### src/design/mrb_pkg.sv
// Package for the mode-register bank: addresses, codes, field layouts, carriers
package mrb_pkg;
  // ************************************************************
  // Mode addresses
  // ************************************************************
  localparam logic [7:0] ADDR_BASE_DEVICE_INFO       = 8'h00;
  localparam logic [7:0] ADDR_REVISION_CODE_ONE      = 8'h06;
  localparam logic [7:0] ADDR_REVISION_CODE_TWO      = 8'h07;
  localparam logic [7:0] ADDR_DEVICE_INFORMATION     = 8'h08;
  localparam logic [7:0] ADDR_CALIBRATION_COMMAND    = 8'h0A;
  localparam logic [7:0] ADDR_TERMINATION_CONTROL    = 8'h0B;
  localparam logic [7:0] ADDR_REFRESH_BANK_MASK      = 8'h10;
  localparam logic [7:0] ADDR_REFRESH_SEGMENT_MASK   = 8'h11;
  localparam logic [7:0] ADDR_CALIBRATION_PATTERN_A  = 8'h20;
  // ************************************************************
  // Calibration codes
  // ************************************************************
  localparam logic [7:0] CAL_INIT  = 8'hFF;
  localparam logic [7:0] CAL_LONG  = 8'hAB;
  localparam logic [7:0] CAL_SHORT = 8'h56;
  localparam logic [7:0] CAL_RESET = 8'hC3;
  // ************************************************************
  // Device information fields
  // ************************************************************
  localparam logic [1:0] INFO_TYPE      = 2'h3;
  localparam logic [3:0] INFO_DENSITY   = 4'h4;
  localparam logic [1:0] INFO_WIDTH_X32 = 2'h0;
  localparam logic [1:0] INFO_WIDTH_X16 = 2'h1;
  // ************************************************************
  // Field positions and reset values
  // ************************************************************
  localparam int         TERM_SEL_LSB      = 0;
  localparam int         TERM_PD_BIT       = 2;
  localparam int         SEG_ROW_LSB       = 10;
  localparam int         BASE_RZQ_BIT      = 0;
  localparam logic [7:0] RST_TERM_CONTROL  = 8'h00;
  localparam logic [7:0] RST_BANK_MASK     = 8'h00;
  localparam logic [7:0] RST_SEGMENT_MASK  = 8'h00;
  localparam logic [7:0] RST_BASE_INFO     = 8'h00;
  // ************************************************************
  // Carriers
  // ************************************************************
  typedef enum logic [2:0] {CAL_NONE, CAL_DO_INIT, CAL_DO_LONG, CAL_DO_SHORT, CAL_DO_RESET}
    mrb_cal_t;
  typedef struct packed {
    logic       wrEn;
    logic       rdEn;
    logic [7:0] addr;
    logic [7:0] data;
  } mrb_req_t;
endpackage : mrb_pkg

### src/design/mrb_bank.sv
// Mode-register bank: mode register write/read decode, calibration, masks
`timescale 1ns/10ps
module mrb_bank #(
  parameter logic [7:0] REV_ONE   = 8'h01, // Arbitrary value
  parameter logic [7:0] REV_TWO   = 8'h00, // Arbitrary value
  parameter logic [1:0] IO_WIDTH  = 2'h0,
  parameter logic [7:0] PATTERN_A = 8'hA5
) (
  input  wire logic             clk_sys,
  input  wire logic             rstn,
  input  wire mrb_pkg::mrb_req_t req,
  input  wire logic             rzqPin,
  input  wire logic             powerDown,
  input  wire logic [12:0]      refreshRow,
  input  wire logic [2:0]       refreshBank,
  output logic [7:0]            rdData,
  output logic                  rdValid,
  output logic [1:0]            termSelect,
  output logic                  termActive,
  output logic [7:0]            bankMask,
  output logic [7:0]            segmentMask,
  output logic                  refreshBlocked,
  output mrb_pkg::mrb_cal_t     calStart
);
  // ************************************************************
  // Pin synchroniser for resistor detect
  // ************************************************************
  logic [2:0] rzqSync;
  logic       rzqFitted;
  logic [7:0] termCtl;
  logic [7:0] baseInfo;
  logic [7:0] next_termCtl;
  logic [7:0] next_bankMask;
  logic [7:0] next_segmentMask;
  logic [7:0] next_baseInfo;
  logic [7:0] next_rdData;
  logic       next_rdValid;
  logic [1:0] next_termSelect;
  logic       next_termActive;
  logic       next_refreshBlocked;
  logic       next_rzqFitted;
  mrb_pkg::mrb_cal_t next_calStart;
  logic [2:0] segIdx;

  always_ff @(posedge clk_sys or negedge rstn) begin
    if (!rstn) begin
      rzqSync <= 3'h0;
    end else begin
      rzqSync <= {rzqSync[1:0], rzqPin};
    end
  end

  // ************************************************************
  // Next-state logic
  // ************************************************************
  always_comb begin
    next_termCtl     = termCtl;
    next_bankMask    = bankMask;
    next_segmentMask = segmentMask;
    next_baseInfo    = baseInfo;
    next_calStart    = mrb_pkg::CAL_NONE;
    next_rdValid     = req.rdEn;
    next_rdData      = 8'h00;
    next_rzqFitted   = (rzqSync[2] == rzqSync[1]) ? rzqSync[2] : rzqFitted;
    segIdx           = refreshRow[mrb_pkg::SEG_ROW_LSB +: 3];
    if (req.wrEn) begin
      case (req.addr)
        mrb_pkg::ADDR_CALIBRATION_COMMAND: begin
          if (rzqFitted) begin
            case (req.data)
              mrb_pkg::CAL_INIT: begin
                next_calStart = mrb_pkg::CAL_DO_INIT;
                next_baseInfo[mrb_pkg::BASE_RZQ_BIT] = 1'b1;
              end
              mrb_pkg::CAL_LONG:  next_calStart = mrb_pkg::CAL_DO_LONG;
              mrb_pkg::CAL_SHORT: next_calStart = mrb_pkg::CAL_DO_SHORT;
              mrb_pkg::CAL_RESET: next_calStart = mrb_pkg::CAL_DO_RESET;
              default:            next_calStart = mrb_pkg::CAL_NONE;
            endcase
          end else if (req.data == mrb_pkg::CAL_INIT) begin
            next_baseInfo[mrb_pkg::BASE_RZQ_BIT] = 1'b0;
          end
        end
        mrb_pkg::ADDR_TERMINATION_CONTROL:  next_termCtl     = req.data;
        mrb_pkg::ADDR_REFRESH_BANK_MASK:    next_bankMask    = req.data;
        mrb_pkg::ADDR_REFRESH_SEGMENT_MASK: next_segmentMask = req.data;
        default: ; // Read-only and reserved addresses hold state
      endcase
    end
    if (req.rdEn) begin
      case (req.addr)
        mrb_pkg::ADDR_BASE_DEVICE_INFO:      next_rdData = baseInfo;
        mrb_pkg::ADDR_REVISION_CODE_ONE:     next_rdData = REV_ONE;
        mrb_pkg::ADDR_REVISION_CODE_TWO:     next_rdData = REV_TWO;
        mrb_pkg::ADDR_DEVICE_INFORMATION:
          next_rdData = {IO_WIDTH, mrb_pkg::INFO_DENSITY, mrb_pkg::INFO_TYPE};
        mrb_pkg::ADDR_CALIBRATION_PATTERN_A: next_rdData = PATTERN_A;
        default:                             next_rdData = 8'h00;
      endcase
    end
    next_termSelect = next_termCtl[mrb_pkg::TERM_SEL_LSB +: 2];
    next_termActive = (next_termSelect != 2'h0)
                      && (!powerDown || next_termCtl[mrb_pkg::TERM_PD_BIT]);
    next_refreshBlocked = next_bankMask[refreshBank]
                          || next_segmentMask[segIdx];
  end

  // ************************************************************
  // State registers
  // ************************************************************
  always_ff @(posedge clk_sys or negedge rstn) begin
    if (!rstn) begin
      termCtl        <= mrb_pkg::RST_TERM_CONTROL;
      bankMask       <= mrb_pkg::RST_BANK_MASK;
      segmentMask    <= mrb_pkg::RST_SEGMENT_MASK;
      baseInfo       <= mrb_pkg::RST_BASE_INFO;
      rdData         <= 8'h00;
      rdValid        <= 1'b0;
      termSelect     <= 2'h0;
      termActive     <= 1'b0;
      refreshBlocked <= 1'b0;
      rzqFitted      <= 1'b0;
      calStart       <= mrb_pkg::CAL_NONE;
    end else begin
      termCtl        <= next_termCtl;
      bankMask       <= next_bankMask;
      segmentMask    <= next_segmentMask;
      baseInfo       <= next_baseInfo;
      rdData         <= next_rdData;
      rdValid        <= next_rdValid;
      termSelect     <= next_termSelect;
      termActive     <= next_termActive;
      refreshBlocked <= next_refreshBlocked;
      rzqFitted      <= next_rzqFitted;
      calStart       <= next_calStart;
    end
  end
endmodule : mrb_bank

### config.mk
export PLATFORM = sky130hd
export DESIGN_NAME = mrb_bank
export DESIGN_NICKNAME = d
export VERILOG_FILES = /design/src/design/mrb_pkg.sv /design/src/design/mrb_bank.sv
export SDC_FILE = /design/constraint.sdc
export NUM_CORES = 1
export LEC_CHECK = 0
export CELL_PAD_IN_SITES_DETAIL_PLACEMENT = 0
export CELL_PAD_IN_SITES_GLOBAL_PLACEMENT = 2
export CORE_MARGIN = 2
export CORE_UTILIZATION = 35
export DETAILED_ROUTE_END_ITERATION = 12
export DONT_BUFFER_PORTS = 1
export GPL_TIMING_DRIVEN = 0
export PLACE_DENSITY = 0.71
export SYNTH_ARGS = -nofsm -noshare
export SYNTH_HDL_FRONTEND = slang
export SYNTH_SLANG_ARGS = --single-unit
export TNS_END_PERCENT = 20
### constraint.sdc
create_clock -name clk_sys -period 1.69 [get_ports clk_sys]
set_clock_uncertainty 0.1 [all_clocks]
set_input_delay 0.0845 -clock clk_sys [delete_from_list [all_inputs] [get_ports clk_sys]]
set_output_delay 0.0845 -clock clk_sys [all_outputs]
set_load 0.005 [all_outputs]
==> out/qor.yml, run 1 <==
status: "finished, violations left"
violations: "negative hold slack, negative setup slack"
grt_max_degree: 34
drt_iter0_markers: 42
min_period_ns: 1.867
nets: 183
use_met1: 0.2073
drtPass1Iterations: 4
total_power_mw: 1.657
yosysUniqueCellTypes: 30
maxCapViolCount: 0
globalplace.congestion: 0.7631
clk_latency_ns: 0.28
arrival_ns: 1.93
hp-class: "input pin to flop"
cts_made_buffers: 5
min-delay-start: "req[13]"
grt_pass1_vias: 1197
synth_cells: 117
n_antenna_cell: 0
ys_top_cells_by_area: "dfrtp_1 52%, mux4_2 13%, mux2_2 12%, buf_4 3.3%, mux2_4 2.8%"
slew_headroom: 0.6331
critical_path_class: "flop to flop"
ioPinCount: 70
ys_ff_latch: 33
hold_violations: 2
place_worst_setup_slack_ns: -0.5458
finish.utilization: 0.4549
syn-cell-area_um2: 1588
die_area_um2: 5092
setup.worst_path.end_class: "flop"
fmax_mhz: 535.6
power.density_nw_per_um2: 836.4
die_w_um: 71.36
critPathLaunchType: "flop"
cts.reportedPaths.clkPinSlew_ns: 0.07
synth_largest_area_cell: "dfrtp_1"
fin_ws_ns: -0.1770
fp-row-count: 24
r2r_slack_ns: -0.18
ant_nets: 0
antenna_found_initial: 0
setup_viol: 2
synth_top_cell_area_share: 0.5201
grt.total_usage: 0.1574
synth_area_per_cell_um2: 13.57
layout_worst_path_cycle_share: 1.105
syn_to_final_growth_pct: 24.74
tns_ns: -0.3063
vias: 1088
rsz0062_at_grt: "yes"
required_ns: 1.75
h-tree-depth: 2
via_per_inst: 5.495
rr_startpoint: "bankMask[3]"
crit_fanout: 3
grt_busiest_layer: "met2"
coreArea_um2: 4354
met3_usage: 0.05063
ir_worst_vdd_v: 0.0005502
root_buffer: "clkbuf_8"
cts_tree: "yes"
drt-total-wl_um: 3839
grt_pass1_wl_um: 6037
ys_seq_area_frac: 0.5201
power.leakage_nw: 0.9228
ys.warnings.count: 0
detail_route.wl_per_cell_um: 19.39
postCtsHoldBufs: 21
cts_buffer_depth: 2
worst_pin_slew_ns: 0.5503
initial_utilization: 0.3647
layout-drive-gt1-share: 0.3356
port_buffers: 0
maxSlewViolCount: 0
crit_start: "bankMask[3]"
hpwl_um: 2517
grt_overflow_total: 0
cts.sinks: 33
drc: 0
holdWs_ns: -0.08871
chipHeight_um: 71.36
fill_cells: 398
met2_usage: 0.2428
## synth_stat cells, drive strengths merged
cell type	count
mux4	9
conb	1
nand2	10
nand3	1
o22a	1
inv	3
o21ai	2
clkbuf	1
o211ai	1
a31oi	2
a21oi	1
a22oi	1
maj3	1
dfrtp	33
a21o	1
or3	3
buf	8
and3	2
nor3	4
and2	1
mux2	20
nor2	3
nor4	4
nor4bb	1
or2	1
nor3b	1
or4b	1
## layout by cell type, fill, tap and decap left out, drive strengths merged, types with 2 or more instances in the layout
| master | count |
|---|---|
| mux4 | 9 |
| a31oi | 2 |
| buf | 9 |
| dlygate4sd3 | 20 |
| o21ai | 2 |
| nor4 | 4 |
| mux2 | 20 |
| and3 | 2 |
| clkbuf | 7 |
| nor3 | 4 |
| nor2 | 3 |
| inv | 3 |
| dfrtp | 33 |
| nand2 | 10 |
| or3 | 3 |
| conb | 2 |
## kinds of logic after synthesis
logic type      synth area share
compound gates           0.03704
fa+ha+maj               0.006304
buf+inv                  0.04491
flops                     0.5201
mux                       0.2766
other cells             0.002362
simple gates              0.1127
## critical path, cell delays in order (launching register included)
cell and delay, ns:
dfrtp_1 0.41, mux4_2 0.49, mux4_2 0.48, a31oi_1 0.16, o211ai_1 0.10
## stage by stage
step | std cells | area (µm²)
finish | 198 | 1981
global route | 198 | 1981
CTS | 198 | 1974
detailed placement | 170 | 1657
global placement | 170 | 1657
floorplan | 118 | 1592
## final timing paths
check,to,cells past startpoint
setup / recovery,refreshBlocked,4
hold / removal,rdData[4],2
setup reg to reg,refreshBlocked,4
hold reg to reg,rzqSync[1],0
max in group asynchronous,baseInfo[0],2
min in group asynchronous,termSelect[0],2
## flip-flops by register name (all words and copies together), names as in the netlist, 2 cells and up
signal       flops
rdData           3
termCtl          2
calStart         3
rzqSync          3
segmentMask      8
bankMask         8
## report_power, final
group | switching, mW | leakage (nW) | internal, mW
Clock | 0.282 | 0.0542 | 0.368
Combinational | 0.0634 | 0.423 | 0.0949
Sequential | 0.0253 | 0.445 | 0.823
Total | 0.371 | 0.923 | 1.29
## metal layers
metal | part of all wire | wire length (µm)
met1 | 0.43 | 1651
met2 | 0.49 | 1875
met3 | 0.064 | 247
met4 | 0.017 | 64
met5 | 0 | 0
## layout make-up
| cell class | count | area, µm² | share of cell area |
|---|---|---|---|
| multi-input combinational | 73 | 700.7 | 0.3538 |
| inverter | 3 | 11.26 | 0.005685 |
| clock buffer | 7 | 96.34 | 0.04864 |
| buffer | 8 | 56.30 | 0.02843 |
| clock inverter | 1 | 5.005 | 0.002527 |
| timing repair buffer | 21 | 220.2 | 0.1112 |
| sequential | 33 | 825.8 | 0.4169 |
| tap | 52 | 65.06 | 0.03285 |
## repair_timing
item	in CTS	in global routing
endpoints found under the hold margin	63	1
setup buffers	0	0
setup endpoints to repair	2	3
gates resized for setup	0	1
gates cloned	0	0
No activity file was read; power rests on OpenSTA's default activity.
==> inputs of run 2 (changes only) <==
PLACE_DENSITY = 0.79   (was 0.71)
==> run 2 against run 1 <==
  * The run still ends with negative hold slack, negative setup slack left
  * Power shrank 3.6%
  * Combinational power is essentially flat
  * Critical endpoint unchanged
  * Setup slack gained 0.011 ns
  * Maximum frequency grew 0.60%
  * First-iteration DRC count shrank 2.4%
  * Hold slack gained 0.017 ns
  * Largest cell class unchanged
==> out/qor.yml, run 2 (synthesis results as in run 1) <==
tns_ns: -0.3019  # was -0.3063 ns
dpl_cell_area_um2: 1657  # unchanged
die_w_um: 71.36  # unchanged
ir_worst_vdd_v: 0.0004284  # was 0.0005502 V
cp_top_family: "multiplexers"  # unchanged
root_buffer: "clkbuf_8"  # unchanged
top_layer: "met4"  # unchanged
crit_path_cell_trace: "mux4_2 > mux4_2 > a31oi_1 > o211ai_1"  # unchanged
fill_cells: 398  # unchanged
fin_area_um2: 1983  # was 1981 µm²
required_ns: 1.75  # about the same
dp.cells: 170  # unchanged
wl_met1_um: 1469  # was 1651 µm
cts_tree: "yes"  # unchanged
fp-row-count: 24  # unchanged
wl_met3_um: 450  # was 247 µm
globalplace.congestion: 0.8150  # was 0.7631
rr_endpoint: "refreshBlocked"  # unchanged
via_per_inst: 5.530  # was 5.495
status: "finished, violations left"  # unchanged
detail_route.wl_per_cell_um: 19.07  # was 19.39 µm
cts_setup_buffers: 0  # unchanged
port_buffers: 0  # unchanged
whs_path_depth: 2  # unchanged
postCtsHoldBufs: 22  # was 21
ioPinCount: 70  # unchanged
grt_pass1_wl_um: 6092  # was 6037 µm
die_area_um2: 5092  # unchanged
drt-total-wl_um: 3775  # was 3839 µm
r2r_cells: 4  # unchanged
fin_cells: 198  # unchanged
hpwl_um: 2505  # was 2517 µm
cts_buffer_depth: 2  # unchanged
nets: 184  # was 183
top_regs: "bankMask (8), segmentMask (8)"  # unchanged
slew_headroom: 0.6495  # was 0.6331
power.leakage_nw: 0.9283  # was 0.9228 nW
drc: 0  # unchanged
rr_startpoint: "bankMask[7]"  # was bankMask[3]
setup.worst_path.end_class: "flop"  # unchanged
clk_latency_ns: 0.28  # about the same
cts.reportedPaths.clkPinSlew_ns: 0.07  # about the same
coreArea_um2: 4354  # unchanged
critPathSlowestCell: "mux4_2"  # unchanged
antenna_found_initial: 0  # unchanged
h-tree-depth: 2  # unchanged
cts_made_buffers: 5  # unchanged
fmax_mhz: 538.8  # was 535.6 MHz
hp-class: "input pin to flop"  # unchanged
holdWs_ns: -0.07124  # was -0.08871 ns
hold_violations: 1  # was 2
crit_fanout: 3  # unchanged
total_power_mw: 1.597  # was 1.657 mW
syn_to_final_growth_pct: 24.90  # was 24.74%
arrival_ns: 1.91  # was 1.93 ns
maxSlewViolCount: 0  # unchanged
holdPathEnd: "rdData[4]"  # unchanged
min_period_ns: 1.856  # was 1.867 ns
n_antenna_cell: 0  # unchanged
critPathMaxStageDelay_ns: 0.49  # about the same
vias: 1095  # was 1088
power.density_nw_per_um2: 805.3  # was 836.4 nW/µm²
layout_worst_path_cycle_share: 1.098  # was 1.105
critPathLaunchType: "flop"  # unchanged
layout-drive-gt1-share: 0.3288  # was 0.3356
wl_met2_um: 1823  # was 1875 µm
worst_pin_slew_ns: 0.5257  # was 0.5503 ns
grt_overflow_total: 0  # unchanged
fin_ws_ns: -0.1658  # was -0.1770 ns
cts.sinks: 33  # unchanged
ant_nets: 0  # unchanged
critical_path_class: "flop to flop"  # unchanged
min-delay-start: "req[13]"  # unchanged
grt_pass1_vias: 1150  # was 1197
initial_utilization: 0.3647  # unchanged
place_worst_setup_slack_ns: -0.5177  # was -0.5458 ns
finish.utilization: 0.4555  # was 0.4549
drt_iter0_markers: 41  # was 42
crit_buf_inv: 0  # unchanged
maxCapViolCount: 0  # unchanged
grt.total_usage: 0.1606  # was 0.1574
layout_commonest_cell: "dfrtp_1"  # unchanged
violations: "negative hold slack, negative setup slack"  # unchanged
setup_viol: 2  # unchanged
r2r_slack_ns: -0.17  # was -0.18 ns
rsz0062_at_grt: "yes"  # unchanged
final_cell_mix: "33 x dfrtp_1, 20 x dlygate4sd3_1, 17 x mux2_2, 10 x nand2_1, 9 x mux4_2"  # unchanged
crit_top_cell: "mux4_2"  # unchanged
grt_max_degree: 34  # unchanged
drtPass1Iterations: 4  # unchanged
chipHeight_um: 71.36  # unchanged
## run 2: cell count changes in the layout (fill, tap and decap cells not counted)
cell	delta
clkbuf_1	+1
nor3_2	+1
clkbuf_8	-1
dlymetal6s4s_1	+1
clkinv_2	-1
nor3_1	-1
## run 2: cell type report
class                      instances  area, µm²  area share
sequential                        33      825.8      0.4164
multi-input combinational         73      705.7      0.3558
timing repair buffer              22      232.7      0.1174
clock buffer                       7      86.33     0.04353
tap                               52      65.06     0.03281
buffer                             8      56.30     0.02839
inverter                           3      11.26    0.005678
## run 2: repair_timing
action,in CTS,in global routing
setup endpoints to repair,2,3
endpoints found under the hold margin,63,1
pin swaps,0,1
gates resized for setup,0,3
## run 2: metal layers
| metal | GRT usage | vias up |
|---|---|---|
| met4 | 0.04403 | 0 |
| met2 | 0.2449 | 55 |
| met3 | 0.07736 | 4 |
| met1 | 0.2055 | 553 |
| met5 | 0 | - |
| li1 | - | 483 |
## run 2: power breakdown
| group | switching [mW] | total (mW) | internal [mW] |
|---|---|---|---|
| Combinational | 0.0623 | 0.160 | 0.0976 |
| Sequential | 0.0258 | 0.849 | 0.823 |
| Clock | 0.265 | 0.588 | 0.323 |
| Total | 0.353 | 1.60 | 1.24 |
## run 2: worst max-delay path by stage
stage,from,to,slack [ns],cells past startpoint
4_1_cts,bankMask[7],refreshBlocked,-0.18,4
2_1_floorplan,req[12],termActive,-0.35,5
3_5_place_dp,req[10],refreshBlocked,-0.52,6
3_3_place_gp,req[10],refreshBlocked,-0.48,6
5_1_grt,bankMask[7],refreshBlocked,-0.22,4
6_report,bankMask[7],refreshBlocked,-0.17,4
